$ cat config.mk
export PLATFORM = sky130hd
export DESIGN_NAME = dtm_timer
export DESIGN_NICKNAME = d
export VERILOG_FILES = /design/src/inc/dtm_pkg.sv /design/src/hw/dtm_timer.sv
export SDC_FILE = /design/constraint.sdc
export NUM_CORES = 1
export LEC_CHECK = 0
export BUFFER_PORTS_ARGS = -buffer_cell sky130_fd_sc_hd__buf_2
export CORE_AREA = 2 2 133 135
export CTS_CLUSTER_DIAMETER = 30
export CTS_CLUSTER_SIZE = 8
export DETAILED_ROUTE_END_ITERATION = 10
export DIE_AREA = 0 0 135 137
export GPL_ROUTABILITY_DRIVEN = 0
export HOLD_SLACK_MARGIN = 0.02
export PLACE_DENSITY = 0.56
export SYNTH_ARGS = -nofsm -noshare
export SYNTH_HDL_FRONTEND = slang
export SYNTH_SLANG_ARGS = --single-unit
$ cat constraint.sdc
create_clock -name clk_i -period 5.1 [get_ports clk_i]
set_input_delay 0.255 -clock clk_i [delete_from_list [all_inputs] [get_ports clk_i]]
set_output_delay 0.255 -clock clk_i [all_outputs]
set_load 0.05 [all_outputs]
$ cat src/inc/dtm_pkg.sv
// constants and types of the dual down-timer pair
package dtm_pkg;

  localparam int ADDR_W = 8;
  localparam int DATA_W = 8;

  // ****************************************
  // register offsets
  // ****************************************
  localparam logic [7:0] ADDR_CTRL = 8'hC8;
  localparam logic [7:0] ADDR_MODE = 8'hC9;
  localparam logic [7:0] ADDR_B_LO = 8'hCA;
  localparam logic [7:0] ADDR_B_HI = 8'hCB;
  localparam logic [7:0] ADDR_A_LO = 8'hCC;
  localparam logic [7:0] ADDR_A_HI = 8'hCD;

  // ****************************************
  // control register fields
  // ****************************************
  localparam int CTRL_A_RUN = 0;
  localparam int CTRL_A_ELAPSED = 1;
  localparam int CTRL_A_MASK = 3;
  localparam int CTRL_B_RUN = 4;
  localparam int CTRL_B_ELAPSED = 5;
  localparam int CTRL_B_MASK = 7;

  // ****************************************
  // mode register fields
  // ****************************************
  localparam int MODE_SEL_LSB = 0;
  localparam int MODE_SEL_W = 3;
  localparam int CSEL_A_LSB = 4;
  localparam int CSEL_B_LSB = 6;
  localparam int CSEL_W = 2;

  // timer_mode_select codes
  localparam logic [2:0] MODE_A16_RELOAD = 3'h0;
  localparam logic [2:0] MODE_A16_B8 = 3'h1;
  localparam logic [2:0] MODE_A8_B8 = 3'h2;
  localparam logic [2:0] MODE_SPLIT_A = 3'h3;
  localparam logic [2:0] MODE_B16_RELOAD = 3'h4;
  localparam logic [2:0] MODE_A8_B16 = 3'h5;
  localparam logic [2:0] MODE_A16_B16 = 3'h6;
  localparam logic [2:0] MODE_CAL = 3'h7;

  // clock source select codes
  localparam logic [1:0] CSEL_SYS = 2'h0;
  localparam logic [1:0] CSEL_DIV4 = 2'h1;
  localparam logic [1:0] CSEL_DIV16 = 2'h2;
  localparam logic [1:0] CSEL_EXT = 2'h3;

  localparam logic [7:0] BYTE_RESET = 8'h00;
  localparam logic [7:0] BYTE_ZERO = 8'h00;
  localparam logic [7:0] BYTE_ONES = 8'hFF;
  localparam logic [15:0] WORD_ZERO = 16'h0000;
  localparam logic [15:0] WORD_ONES = 16'hFFFF;
  localparam logic [15:0] WORD_ONE = 16'h0001;
  localparam logic [7:0] BYTE_ONE = 8'h01;

  typedef enum logic {
    CAL_IDLE,
    CAL_COUNT
  } dtm_cal_type;

endpackage : dtm_pkg

$ cat src/hw/dtm_timer.sv
// dual down-timer pair with eight modes and bit-rate strobe
// Notes on behaviour
// RQ1: both timers count on the clock source chosen in the mode register, down except timer A in mode 7.
// RQ2: setting a run bit starts that timer; elapse sets its elapsed flag.
// RQ3: reloading modes reload and restart; others stop and clear the run bit.
// RQ4: a 3-bit mode select field chooses one of eight modes.
// RQ5: mode 0: timer A is 16-bit, flag set on underflow 00 to FF.
// RQ6: mode 0: reload from timer B bytes; flag sticky until software clears.
// RQ7: mode 1: A 16-bit one-shot; B 8-bit, low byte counts, high reloads.
// RQ8: mode 2: both timers 8-bit reloading with their own run and flag.
// RQ9: mode 3: A splits into two 8-bit one-shots, high half uses B bits.
// RQ10: mode 3: B free-runs as 8-bit bit-rate timer, no run or flag.
// RQ11: mode 4: B 16-bit, reloads from A bytes, sticky flag.
// RQ12: mode 5: A 8-bit reloading; B 16-bit one-shot.
// RQ13: mode 6: both timers 16-bit one-shots.
// RQ14: mode 7: A counts cycles between two rising edges of the slow oscillator.
// RQ15: mode 7 is meant for calibration code, not for applications.
// RQ16: timer B drives the bit-rate strobe in modes 1 to 7.
// RQ17: mode 7: B 8-bit reloading with its own run and flag.
// RQ18: a set mask bit blocks that timer's interrupt request.
// RQ19: all registers reset to zero; timers stopped, flags clear.
// RQ20: strobe is a one-cycle pulse on each timer B underrun.
// RQ21: a hardware flag set wins over a software clear in the same cycle.
module dtm_timer #(
  parameter int PRE_W = 4
) (
  input wire logic clk_i,
  input wire logic rst_b_i,
  input wire logic [dtm_pkg::ADDR_W-1:0] addr_i,
  input wire logic [dtm_pkg::DATA_W-1:0] wr_data_i,
  input wire logic wr_i,
  input wire logic rd_i,
  output logic [dtm_pkg::DATA_W-1:0] rd_data_o,
  input wire logic ext_tick_i,
  input wire logic lp_osc_i,
  output logic bit_strobe_o,
  output logic irq_a_o,
  output logic irq_b_o
);
  import dtm_pkg::*;

  if (PRE_W < 4) begin : g_check
    $error("PRE_W must be at least 4");
  end

  typedef struct packed {
    logic [7:0] a_lo;
    logic [7:0] a_hi;
    logic [7:0] b_lo;
    logic [7:0] b_hi;
    logic run_a;
    logic run_b;
    logic el_a;
    logic el_b;
    logic mask_a;
    logic mask_b;
    logic [2:0] mode;
    logic [1:0] csel_a;
    logic [1:0] csel_b;
    logic [PRE_W-1:0] pre;
    logic lp;
    dtm_cal_type cal;
    logic strobe;
    logic [7:0] rdata;
  } dtm_state_type;

  dtm_state_type q, d;
  logic tick_a, tick_b, lp_rise;
  logic w_ctrl, w_mode, w_a_lo, w_a_hi, w_b_lo, w_b_hi;
  logic a_wide, a_reload, b_wide, b_reload, b_active;
  logic uf_a, uf_ah, uf_b, set_a, set_b, clr_a, clr_b;
  logic [15:0] cnt_a, cnt_b;

  // ****************************************
  // clock source selection
  // ****************************************
  function automatic logic pick_tick(input logic [1:0] sel, input logic [PRE_W-1:0] pre, input logic ext);
    logic t;
    t = 1'b1;
    unique case (sel)
      CSEL_SYS: t = 1'b1;
      CSEL_DIV4: t = &pre[1:0];
      CSEL_DIV16: t = &pre[3:0];
      CSEL_EXT: t = ext;
    endcase
    return t;
  endfunction

  assign tick_a = pick_tick(q.csel_a, q.pre, ext_tick_i); // RQ1
  assign tick_b = pick_tick(q.csel_b, q.pre, ext_tick_i); // RQ1
  assign lp_rise = lp_osc_i && !q.lp;

  assign w_ctrl = wr_i && (addr_i == ADDR_CTRL);
  assign w_mode = wr_i && (addr_i == ADDR_MODE);
  assign w_a_lo = wr_i && (addr_i == ADDR_A_LO);
  assign w_a_hi = wr_i && (addr_i == ADDR_A_HI);
  assign w_b_lo = wr_i && (addr_i == ADDR_B_LO);
  assign w_b_hi = wr_i && (addr_i == ADDR_B_HI);

  // ****************************************
  // mode decode
  // ****************************************
  always_comb begin
    a_wide = (q.mode == MODE_A16_RELOAD) || (q.mode == MODE_A16_B8) || (q.mode == MODE_A16_B16);
    a_reload = (q.mode == MODE_A16_RELOAD) || (q.mode == MODE_A8_B8) || (q.mode == MODE_A8_B16);
    b_wide = (q.mode == MODE_B16_RELOAD) || (q.mode == MODE_A8_B16) || (q.mode == MODE_A16_B16);
    b_reload = !b_wide || (q.mode == MODE_B16_RELOAD); // RQ3
    // split mode runs B without a run bit; mode 0 leaves B idle
    b_active = (q.mode == MODE_SPLIT_A) || (q.mode != MODE_A16_RELOAD && q.run_b); // RQ10
  end

  // ****************************************
  // next state
  // ****************************************
  always_comb begin
    d = q;
    d.strobe = 1'b0;
    d.rdata = BYTE_ZERO;
    d.pre = q.pre + 1'b1;
    d.lp = lp_osc_i;
    cnt_a = {q.a_hi, q.a_lo};
    cnt_b = {q.b_hi, q.b_lo};
    uf_a = 1'b0;
    uf_ah = 1'b0;
    uf_b = 1'b0;
    set_a = 1'b0;
    set_b = 1'b0;
    clr_a = 1'b0;
    clr_b = 1'b0;

    // timer A
    if (q.mode == MODE_CAL) begin
      unique case (q.cal)
        CAL_IDLE: begin
          if (q.run_a && lp_rise) begin
            d.cal = CAL_COUNT; // RQ14
          end
        end
        CAL_COUNT: begin
          if (lp_rise || !q.run_a) begin
            d.cal = CAL_IDLE;
            clr_a = 1'b1; // RQ14
          end else if (tick_a) begin
            set_a = (cnt_a == WORD_ONES); // RQ14
            cnt_a = cnt_a + WORD_ONE;
          end
        end
      endcase
    end else begin
      d.cal = CAL_IDLE;
      if (q.run_a && tick_a && q.mode != MODE_B16_RELOAD) begin
        if (a_wide) begin
          uf_a = (cnt_a == WORD_ZERO); // RQ5
          if (uf_a && q.mode == MODE_A16_RELOAD) begin
            cnt_a = {q.b_hi, q.b_lo}; // RQ6
          end else begin
            cnt_a = cnt_a - WORD_ONE; // RQ1
          end
        end else begin
          uf_a = (q.a_lo == BYTE_ZERO);
          if (uf_a && a_reload) begin
            cnt_a[7:0] = q.a_hi; // RQ8
          end else begin
            cnt_a[7:0] = q.a_lo - BYTE_ONE;
          end
        end
        set_a = uf_a; // RQ2
        clr_a = uf_a && !a_reload; // RQ3
      end
      // split mode: upper byte of A is a one-shot driven by B's bits
      if (q.mode == MODE_SPLIT_A && q.run_b && tick_a) begin
        uf_ah = (q.a_hi == BYTE_ZERO);
        cnt_a[15:8] = q.a_hi - BYTE_ONE; // RQ9
        set_b = uf_ah; // RQ9
        clr_b = uf_ah; // RQ9
      end
    end

    // timer B
    if (b_active && tick_b) begin
      if (b_wide) begin
        uf_b = (cnt_b == WORD_ZERO);
        if (uf_b && b_reload) begin
          cnt_b = {q.a_hi, q.a_lo}; // RQ11
        end else begin
          cnt_b = cnt_b - WORD_ONE; // RQ12 RQ13
        end
      end else begin
        uf_b = (q.b_lo == BYTE_ZERO);
        if (uf_b) begin
          cnt_b[7:0] = q.b_hi; // RQ7 RQ17
        end else begin
          cnt_b[7:0] = q.b_lo - BYTE_ONE;
        end
      end
      d.strobe = uf_b; // RQ16 RQ20
      if (q.mode != MODE_SPLIT_A) begin
        set_b = uf_b; // RQ2
        clr_b = uf_b && !b_reload; // RQ3
      end
    end

    d.a_lo = cnt_a[7:0];
    d.a_hi = cnt_a[15:8];
    d.b_lo = cnt_b[7:0];
    d.b_hi = cnt_b[15:8];
    if (clr_a) begin
      d.run_a = 1'b0;
    end
    if (clr_b) begin
      d.run_b = 1'b0;
    end

    // software writes override the counters and run bits
    if (w_a_lo) begin
      d.a_lo = wr_data_i;
    end
    if (w_a_hi) begin
      d.a_hi = wr_data_i;
    end
    if (w_b_lo) begin
      d.b_lo = wr_data_i;
    end
    if (w_b_hi) begin
      d.b_hi = wr_data_i;
    end
    if (w_mode) begin
      d.mode = wr_data_i[MODE_SEL_LSB +: MODE_SEL_W]; // RQ4
      d.csel_a = wr_data_i[CSEL_A_LSB +: CSEL_W];
      d.csel_b = wr_data_i[CSEL_B_LSB +: CSEL_W];
    end
    if (w_ctrl) begin
      d.run_a = wr_data_i[CTRL_A_RUN];
      d.run_b = wr_data_i[CTRL_B_RUN];
      d.el_a = wr_data_i[CTRL_A_ELAPSED];
      d.el_b = wr_data_i[CTRL_B_ELAPSED];
      d.mask_a = wr_data_i[CTRL_A_MASK];
      d.mask_b = wr_data_i[CTRL_B_MASK];
    end
    // flags are sticky; a hardware set beats a clear in the same cycle
    d.el_a = d.el_a || set_a; // RQ21 RQ6
    d.el_b = d.el_b || set_b; // RQ21 RQ11

    // reads have no side effect on the flags
    if (rd_i) begin
      unique case (addr_i)
        ADDR_CTRL: begin
          d.rdata = {q.mask_b, 1'b0, q.el_b, q.run_b, q.mask_a, 1'b0, q.el_a, q.run_a};
        end
        ADDR_MODE: d.rdata = {q.csel_b, q.csel_a, 1'b0, q.mode};
        ADDR_A_LO: d.rdata = q.a_lo;
        ADDR_A_HI: d.rdata = q.a_hi;
        ADDR_B_LO: d.rdata = q.b_lo;
        ADDR_B_HI: d.rdata = q.b_hi;
        default: d.rdata = BYTE_ZERO;
      endcase
    end
  end

  // ****************************************
  // state register
  // ****************************************
  always_ff @(posedge clk_i or negedge rst_b_i) begin
    if (!rst_b_i) begin
      q <= '0; // RQ19
    end else begin
      q <= d;
    end
  end

  assign rd_data_o = q.rdata;
  assign bit_strobe_o = q.strobe;
  assign irq_a_o = q.el_a && !q.mask_a; // RQ18
  assign irq_b_o = q.el_b && !q.mask_b; // RQ18

  // ****************************************
  // assertions
  // ****************************************
  a_no_strobe_mode0: assert property (@(posedge clk_i) disable iff (!rst_b_i) // RQ16
    (q.mode == MODE_A16_RELOAD && !w_mode) |=> !bit_strobe_o)
    else $error("bit-rate strobe in mode 0");

  a_strobe_cause: assert property (@(posedge clk_i) disable iff (!rst_b_i) // RQ20
    bit_strobe_o |-> $past(b_active && tick_b && uf_b))
    else $error("strobe without timer B underrun");

  a_mask_blocks_irq: assert property (@(posedge clk_i) disable iff (!rst_b_i) // RQ18
    (w_ctrl && wr_data_i[CTRL_A_MASK]) |=> !irq_a_o ##1 (!irq_a_o || !q.mask_a))
    else $error("masked timer A request seen");

  a_set_beats_clear: assert property (@(posedge clk_i) disable iff (!rst_b_i) // RQ21
    (w_ctrl && !wr_data_i[CTRL_A_ELAPSED] && set_a) |=> q.el_a)
    else $error("elapsed flag lost to software clear");

  a_mode0_reload: assert property (@(posedge clk_i) disable iff (!rst_b_i) // RQ6
    (q.mode == MODE_A16_RELOAD && q.run_a && tick_a && {q.a_hi, q.a_lo} == WORD_ZERO && !wr_i)
    |=> ({q.a_hi, q.a_lo} == $past({q.b_hi, q.b_lo}) && q.el_a && q.run_a))
    else $error("mode 0 reload wrong");

  a_oneshot_stop: assert property (@(posedge clk_i) disable iff (!rst_b_i) // RQ13
    (q.mode == MODE_A16_B16 && q.run_a && tick_a && {q.a_hi, q.a_lo} == WORD_ZERO && !wr_i)
    |=> (!q.run_a && q.el_a) ##1 ({q.a_hi, q.a_lo} == WORD_ONES || $past(wr_i)))
    else $error("one-shot timer A did not stop");

  a_split_free_run: assert property (@(posedge clk_i) disable iff (!rst_b_i) // RQ10
    (q.mode == MODE_SPLIT_A && tick_b && q.b_lo == BYTE_ZERO && !wr_i)
    |=> (q.b_lo == $past(q.b_hi) && bit_strobe_o))
    else $error("split mode bit-rate timer not running");

  a_down_count: assert property (@(posedge clk_i) disable iff (!rst_b_i) // RQ8
    (q.mode == MODE_A8_B8 && q.run_a && tick_a && q.a_lo != BYTE_ZERO && !wr_i)
    |=> (q.a_lo == $past(q.a_lo) - BYTE_ONE && !q.el_a == !$past(q.el_a)))
    else $error("8-bit timer A did not count down");

  a_cal_stop: assert property (@(posedge clk_i) disable iff (!rst_b_i) // RQ14
    (q.mode == MODE_CAL && q.cal == CAL_COUNT && lp_rise && !wr_i)
    |=> (!q.run_a && q.cal == CAL_IDLE) ##1 ({q.a_hi, q.a_lo} == $past({q.a_hi, q.a_lo}) || $past(wr_i)))
    else $error("calibration count not stopped at oscillator edge");

  // ****************************************
  // per-mode reload, one-shot and idle-timer checks
  // ****************************************
  a_mode4_reload: assert property (@(posedge clk_i) disable iff (!rst_b_i) // RQ11
    (q.mode == MODE_B16_RELOAD && q.run_b && tick_b && {q.b_hi, q.b_lo} == WORD_ZERO && !wr_i)
    |=> ({q.b_hi, q.b_lo} == $past({q.a_hi, q.a_lo}) && q.el_b && q.run_b && bit_strobe_o))
    else $error("mode 4 reload wrong");

  a_mode4_a_idle: assert property (@(posedge clk_i) disable iff (!rst_b_i) // RQ11
    (q.mode == MODE_B16_RELOAD && !wr_i)
    |=> ({q.a_hi, q.a_lo} == $past({q.a_hi, q.a_lo})))
    else $error("timer A moved in mode 4");

  a_b_oneshot_stop: assert property (@(posedge clk_i) disable iff (!rst_b_i) // RQ12
    (q.mode == MODE_A8_B16 && q.run_b && tick_b && {q.b_hi, q.b_lo} == WORD_ZERO && !wr_i)
    |=> (!q.run_b && q.el_b && {q.b_hi, q.b_lo} == WORD_ONES))
    else $error("one-shot timer B did not stop");

  a_b8_reload: assert property (@(posedge clk_i) disable iff (!rst_b_i) // RQ7 RQ17
    ((q.mode == MODE_A16_B8 || q.mode == MODE_CAL) && q.run_b && tick_b && q.b_lo == BYTE_ZERO && !wr_i)
    |=> (q.b_lo == $past(q.b_hi) && q.el_b && q.run_b && bit_strobe_o))
    else $error("8-bit timer B reload wrong");

  a_split_high_stop: assert property (@(posedge clk_i) disable iff (!rst_b_i) // RQ9
    (q.mode == MODE_SPLIT_A && q.run_b && tick_a && q.a_hi == BYTE_ZERO && !wr_i)
    |=> (!q.run_b && q.el_b))
    else $error("split upper one-shot did not stop");

endmodule // dtm_timer

### Word-level counts from Yosys, hierarchy flattened

Index checks and enable logic that the tools add are counted.

* add/subtract/negate cells: 7
* $mul: 0
* divide/modulo/power cells: 0
* order comparisons: 0
* equality and inequality tests: 28
* shift-type cells: 0
* muxes and demuxes: 51
* bitwise logic cells: 1
* reduce and logical (&&, ||, !) cells: 61

Operators with widths (count)
* $mux W16: 8
* $mux W8: 12
* $eq A8 B8 Y1 const B: 6
* $pmux W8 S6: 1
* $logic_not A16 Y1: 2
* $sub A16 B1 Y16 const B: 2
* $mux W1: 26
* $logic_not A8 Y1: 3
* $sub A8 B1 Y8 const B: 3
* $logic_and A1 B1 Y1: 21
* $ne A3 B3 Y1 const B: 7
* $add A16 B1 Y16 const B: 1
* $eq A16 B16 Y1 const B: 1
* $eq A3 B3 Y1 const B: 4
* $logic_or A1 B1 Y1: 11
* $reduce_bool A2 Y1: 5
* $eq A2 B2 Y1 const B: 4
* $pmux W1 S4: 2
* $reduce_and A4 Y1: 2
* $reduce_bool A4 Y1: 2
* $logic_not A1 Y1: 7
* $eq A3 B2 Y1 const B: 2
* $mux W6: 1
* $reduce_bool A3 Y1: 2
* other kinds (10): 13

* bits in registers: 60
* latch bits: 0
* bits in writable memories: 0
* ROM bits: 0
* input port bits: 22
* output and inout port bits: 11
* word-level logic and storage cells: 166
* memories kept: 0

### Logic depth before layout (Yosys ltp)

* depth after elaboration: 12
* gate-level depth with buffers: 10
* gate-level depth less buffers: 8

### Least setup slack after synthesis

No wires, ideal clock.

* kind: reg-to-reg
* from: reg q[44] (netlist name)
* to: reg q[53] (netlist name)
* setup time: 78 ps
* data arrival time: 2519 ps
* required time: 5022 ps
* setup slack: 2504 ps
* cell stages (with the launch flop): 11
* buffers on the path: 2
* cells stage by stage: dfrtp_1 -> clkbuf_1 -> inv_1 -> ha_1 -> or4b_1 -> or3b_1 -> clkbuf_1 -> o21ai_0 -> o21ai_0 -> a221oi_1 -> o2bb2ai_1

* word-level cells in the longest chain between the ends: 7

RTL lines
* start, declared: RTL line dtm_timer.sv:67 `dtm_state_type q, d;`
* start signal, assigned: RTL line dtm_timer.sv:265 `q <= '0;`
* start signal, assigned: RTL line dtm_timer.sv:267 `q <= d;`
* $logic_not A16 Y1: RTL line dtm_timer.sv:153 `uf_a = (cnt_a == WORD_ZERO);`
* $logic_and A1 B1 Y1: RTL line dtm_timer.sv:154 `if (uf_a && q.mode == MODE_A16_RELOAD) begin`
* $mux W16: RTL line dtm_timer.sv:154
* $mux W8: RTL line dtm_timer.sv:152 `if (a_wide) begin`
* $mux W16: RTL line dtm_timer.sv:151 `if (q.run_a && tick_a && q.mode != MODE_B16_RELOAD) begin`
* $mux W16: RTL line dtm_timer.sv:132 `if (q.mode == MODE_CAL) begin`
* $mux W8: RTL line dtm_timer.sv:215 `if (w_a_lo) begin`

No other way between the ends. The select of a mux whose other input is x is not followed.
A chain may end at the register's enable or synchronous reset.

### Worst setup path in the final report

* from: reg q[45] (netlist name)
* to: reg q[52] (netlist name)

Same word-level chain as after synthesis.

==> metrics.txt <==
hold path start=lp_osc_i; share of flip-flops with an asynchronous set or reset=1.00; Clock transition at path regs=roughly 60 ps; RSZ-0062 raised after global routing=false; Finished Core Util=0.325; R2R Path Start=q[45]$_DFFE_PN0P_; Max-cap violations=0; number of routed nets with antenna violations=0; status=finished, final reports clean; placed insts=just over 800; Nets=640; max-slew violation count=0; # rows=48; register area share after synthesis=0.298; DRT Pass-1 Iters=6; worst path arrival time=3340 ps; Max VDD drop=around 0.18 mV; Worst-Margin Slew=1070 ps; critical path cell sequence=inv_1 > ha_1 > or4b_1 > nor2_1 > nand3_1 > o211a_1 > or3_1 > a31oi_1; wire length of the first global-routing pass=28.8 mm; FMAX=325 MHz; min Tclk post-route=roughly 3100 ps; post-synthesis cell type count=between 70 and 80; endpoint type of the worst setup path=register; kind of critical path=register to register; Total GRT Usage=0.204; Worst Hold Depth=1; share of layout cells above drive strength 1=0.136; die area=0.0185 mm2; leakage power total=~2.3 nW; postcts setup bufs=0; Die W=roughly 140 um; register-to-register setup slack=about 2000 ps; final wirelength=18.5 mm; Avg Cell Area, Syn=8.08 um2; Ports=33; Final Hold Viols=0; number of global-route vias before repair=4933; # port buffers=32; Post-CTS Hold Fix Bufs=0; TritonCTS Buffers=9; syn_nets=652; Final WS setup=slightly above 2000 ps; # setup viols final=0; Max clock buf depth=2; Worst slew margin=0.282; delay-heaviest family, CP=simple AND/OR/NAND/NOR gates; pre-CTS setup slack=around 2100 ps; GR Overflow Total=0; initial antenna violation count=0; Power Density=~430 mW/mm2; die height=between 100 and 150 um; CTS root buf=clkbuf_16; fin crit share=0.604; dominant synthesized flop cell=dfrtp_1; Ys Warns=0; Worst Hold Class=input pin to register; DRC Markers=0; CTS tree=built; EDFF count, synth=0; Critical Path RT=between 5000 and 6000 ps; HPWL Detailed=approximately 14 mm; vias post-DR=slightly above 5000; R2R depth=8; hold path endpoint=q[10]$_DFF_PN0_; post-synthesis cell count=623; Diodes inserted=0; Post-CTS Resized=0; clk_lat worst skew=between 300 and 400 ps; Critical Path Max Stage Delay=530 ps; core area=0.0171 mm2; CP bufs+invs=1; Critical Path Start=q[45]$_DFFE_PN0P_; Syn Std Cell Area=0.00503 mm2; worst-path maximum fanout=13; worst r2r dst=q[52]$_DFFE_PN0P_; Worst Setup Start Kind=register; Initial Utilization=0.295; DR WL/cell=around 22 um; Placement Cell Area=0.00524 mm2; P&R area growth vs syn=10.3%; commonest non-fill, non-tap cells in the layout=nand2_1, dfrtp_1, nor2_1; largest net degree at the start of global routing=61; Max H-tree Level=3; drt initial violations=734; setup_tns=0 ps; Post-Layout Inst Area=0.00555 mm2; DR vias/cell=6.14; Finished Layout Cells=between 800 and 900; clock skew=roughly 4.5 ps; Num Clock Sinks=60; number of synthesized register bits=60; slowest CP cell=dfrtp_1
[where the power goes]
group,switching [mW],internal [mW],leakage [nW],total [mW]
combinational,0.527,0.389,1.30,0.916
sequential,0.262,0.549,0.803,0.811
clock,0.230,0.425,0.155,0.655
total,1.02,1.36,2.26,2.38
[sequential cells by signal, summed over array words and instances, names as in the netlist]
| register | cells |
|---|---|
| bit_strobe_o | 1 |
| rd_data_o | 8 |
| q | 51 |
[per-stage QoR]
step	total power, mW	hold WS (ps)
floorplan	1.42	-40.6
global placement	1.69	384
detailed placement	1.69	386
CTS	2.36	30.3
global route	2.51	40.3
finish	2.38	36.7
[worst register-to-register path, delay by kind of cell (launching register included)]
family	cells	cell delay, ps
flip-flops	1	530
adder cells (fa/ha/maj)	1	230
buffers and inverters	1	160
AND/OR/NAND/NOR	4	1630
AO/OA/AOI/OAI	2	460
[cells in the mapped netlist (all sizes together), types with 3 or more instances]
cell type	n	area, um2
dfrtp	60	1500
nand2	60	225
nor2	51	191
clkbuf	45	169
o21ai	33	165
nand3	29	145
a21oi	23	115
nor3	23	120
o211ai	17	128
inv	15	56.3
a211oi	14	110
mux2	14	158
o22ai	14	87.6
buf	13	93.8
or3	12	80.1
xor2	12	105
xnor2	11	96.3
a22oi	10	75.1
and3	10	62.6
o31ai	10	80.1
nor2b	9	56.3
a21boi	8	60.1
a31oi	7	43.8
ha	7	87.6
nand4	7	43.8
nor4	7	43.8
nand2b	6	37.5
a21o	5	37.5
and2	5	31.3
mux4	5	113
o21a	5	37.5
o2bb2ai	5	43.8
a2111oi	4	35.0
a221oi	4	35.0
nor3b	4	30.0
or2	4	25.0
a211o	3	26.3
a22o	3	26.3
and4	3	26.3
o2111ai	3	26.3
or4	3	26.3
or4b	3	30.0
[how the worst max path moves through the flow]
| stage | cells past startpoint | slack [ps] | to |
|---|---|---|---|
| 2_1_floorplan | 10 | 2500 | q[53]$_DFFE_PN0P_ |
| 3_3_place_gp | 8 | 2140 | q[52]$_DFFE_PN0P_ |
| 3_5_place_dp | 8 | 2130 | q[52]$_DFFE_PN0P_ |
| 4_1_cts | 8 | 2100 | q[52]$_DFFE_PN0P_ |
| 5_1_grt | 8 | 1800 | q[52]$_DFFE_PN0P_ |
| 6_report | 8 | 2020 | q[52]$_DFFE_PN0P_ |
[kinds of logic after synthesis]
family                   after synthesis  share of synthesized area
AND/OR/NAND/NOR                      245                      0.250
AO/OA/AOI/OAI                        194                      0.274
buffers and inverters                 73                     0.0634
flip-flops                            60                      0.298
XOR/XNOR                              23                     0.0400
multiplexers                          21                     0.0577
adder cells (fa/ha/maj)                7                     0.0174
[layout make-up]
class	count	area, um2
fill	1825	11500
multi-input combinational	490	3210
sequential	60	1500
tap	225	282
clock buffer	9	225
timing repair buffer	35	183
clock inverter	7	91.3
inverter	15	56.3
[routing by layer]
| metal | track usage | wire length, um | up-vias |
|---|---|---|---|
| met1 | 0.266 | 7510 | 2483 |
| met4 | 0.0810 | 654 | 0 |
| met5 | 0 | 0 | - |
| met3 | 0.0626 | 2000 | 54 |
| met2 | 0.316 | 8320 | 304 |
| li1 | - | - | 2323 |
No activity file was read; power rests on OpenSTA's default activity.
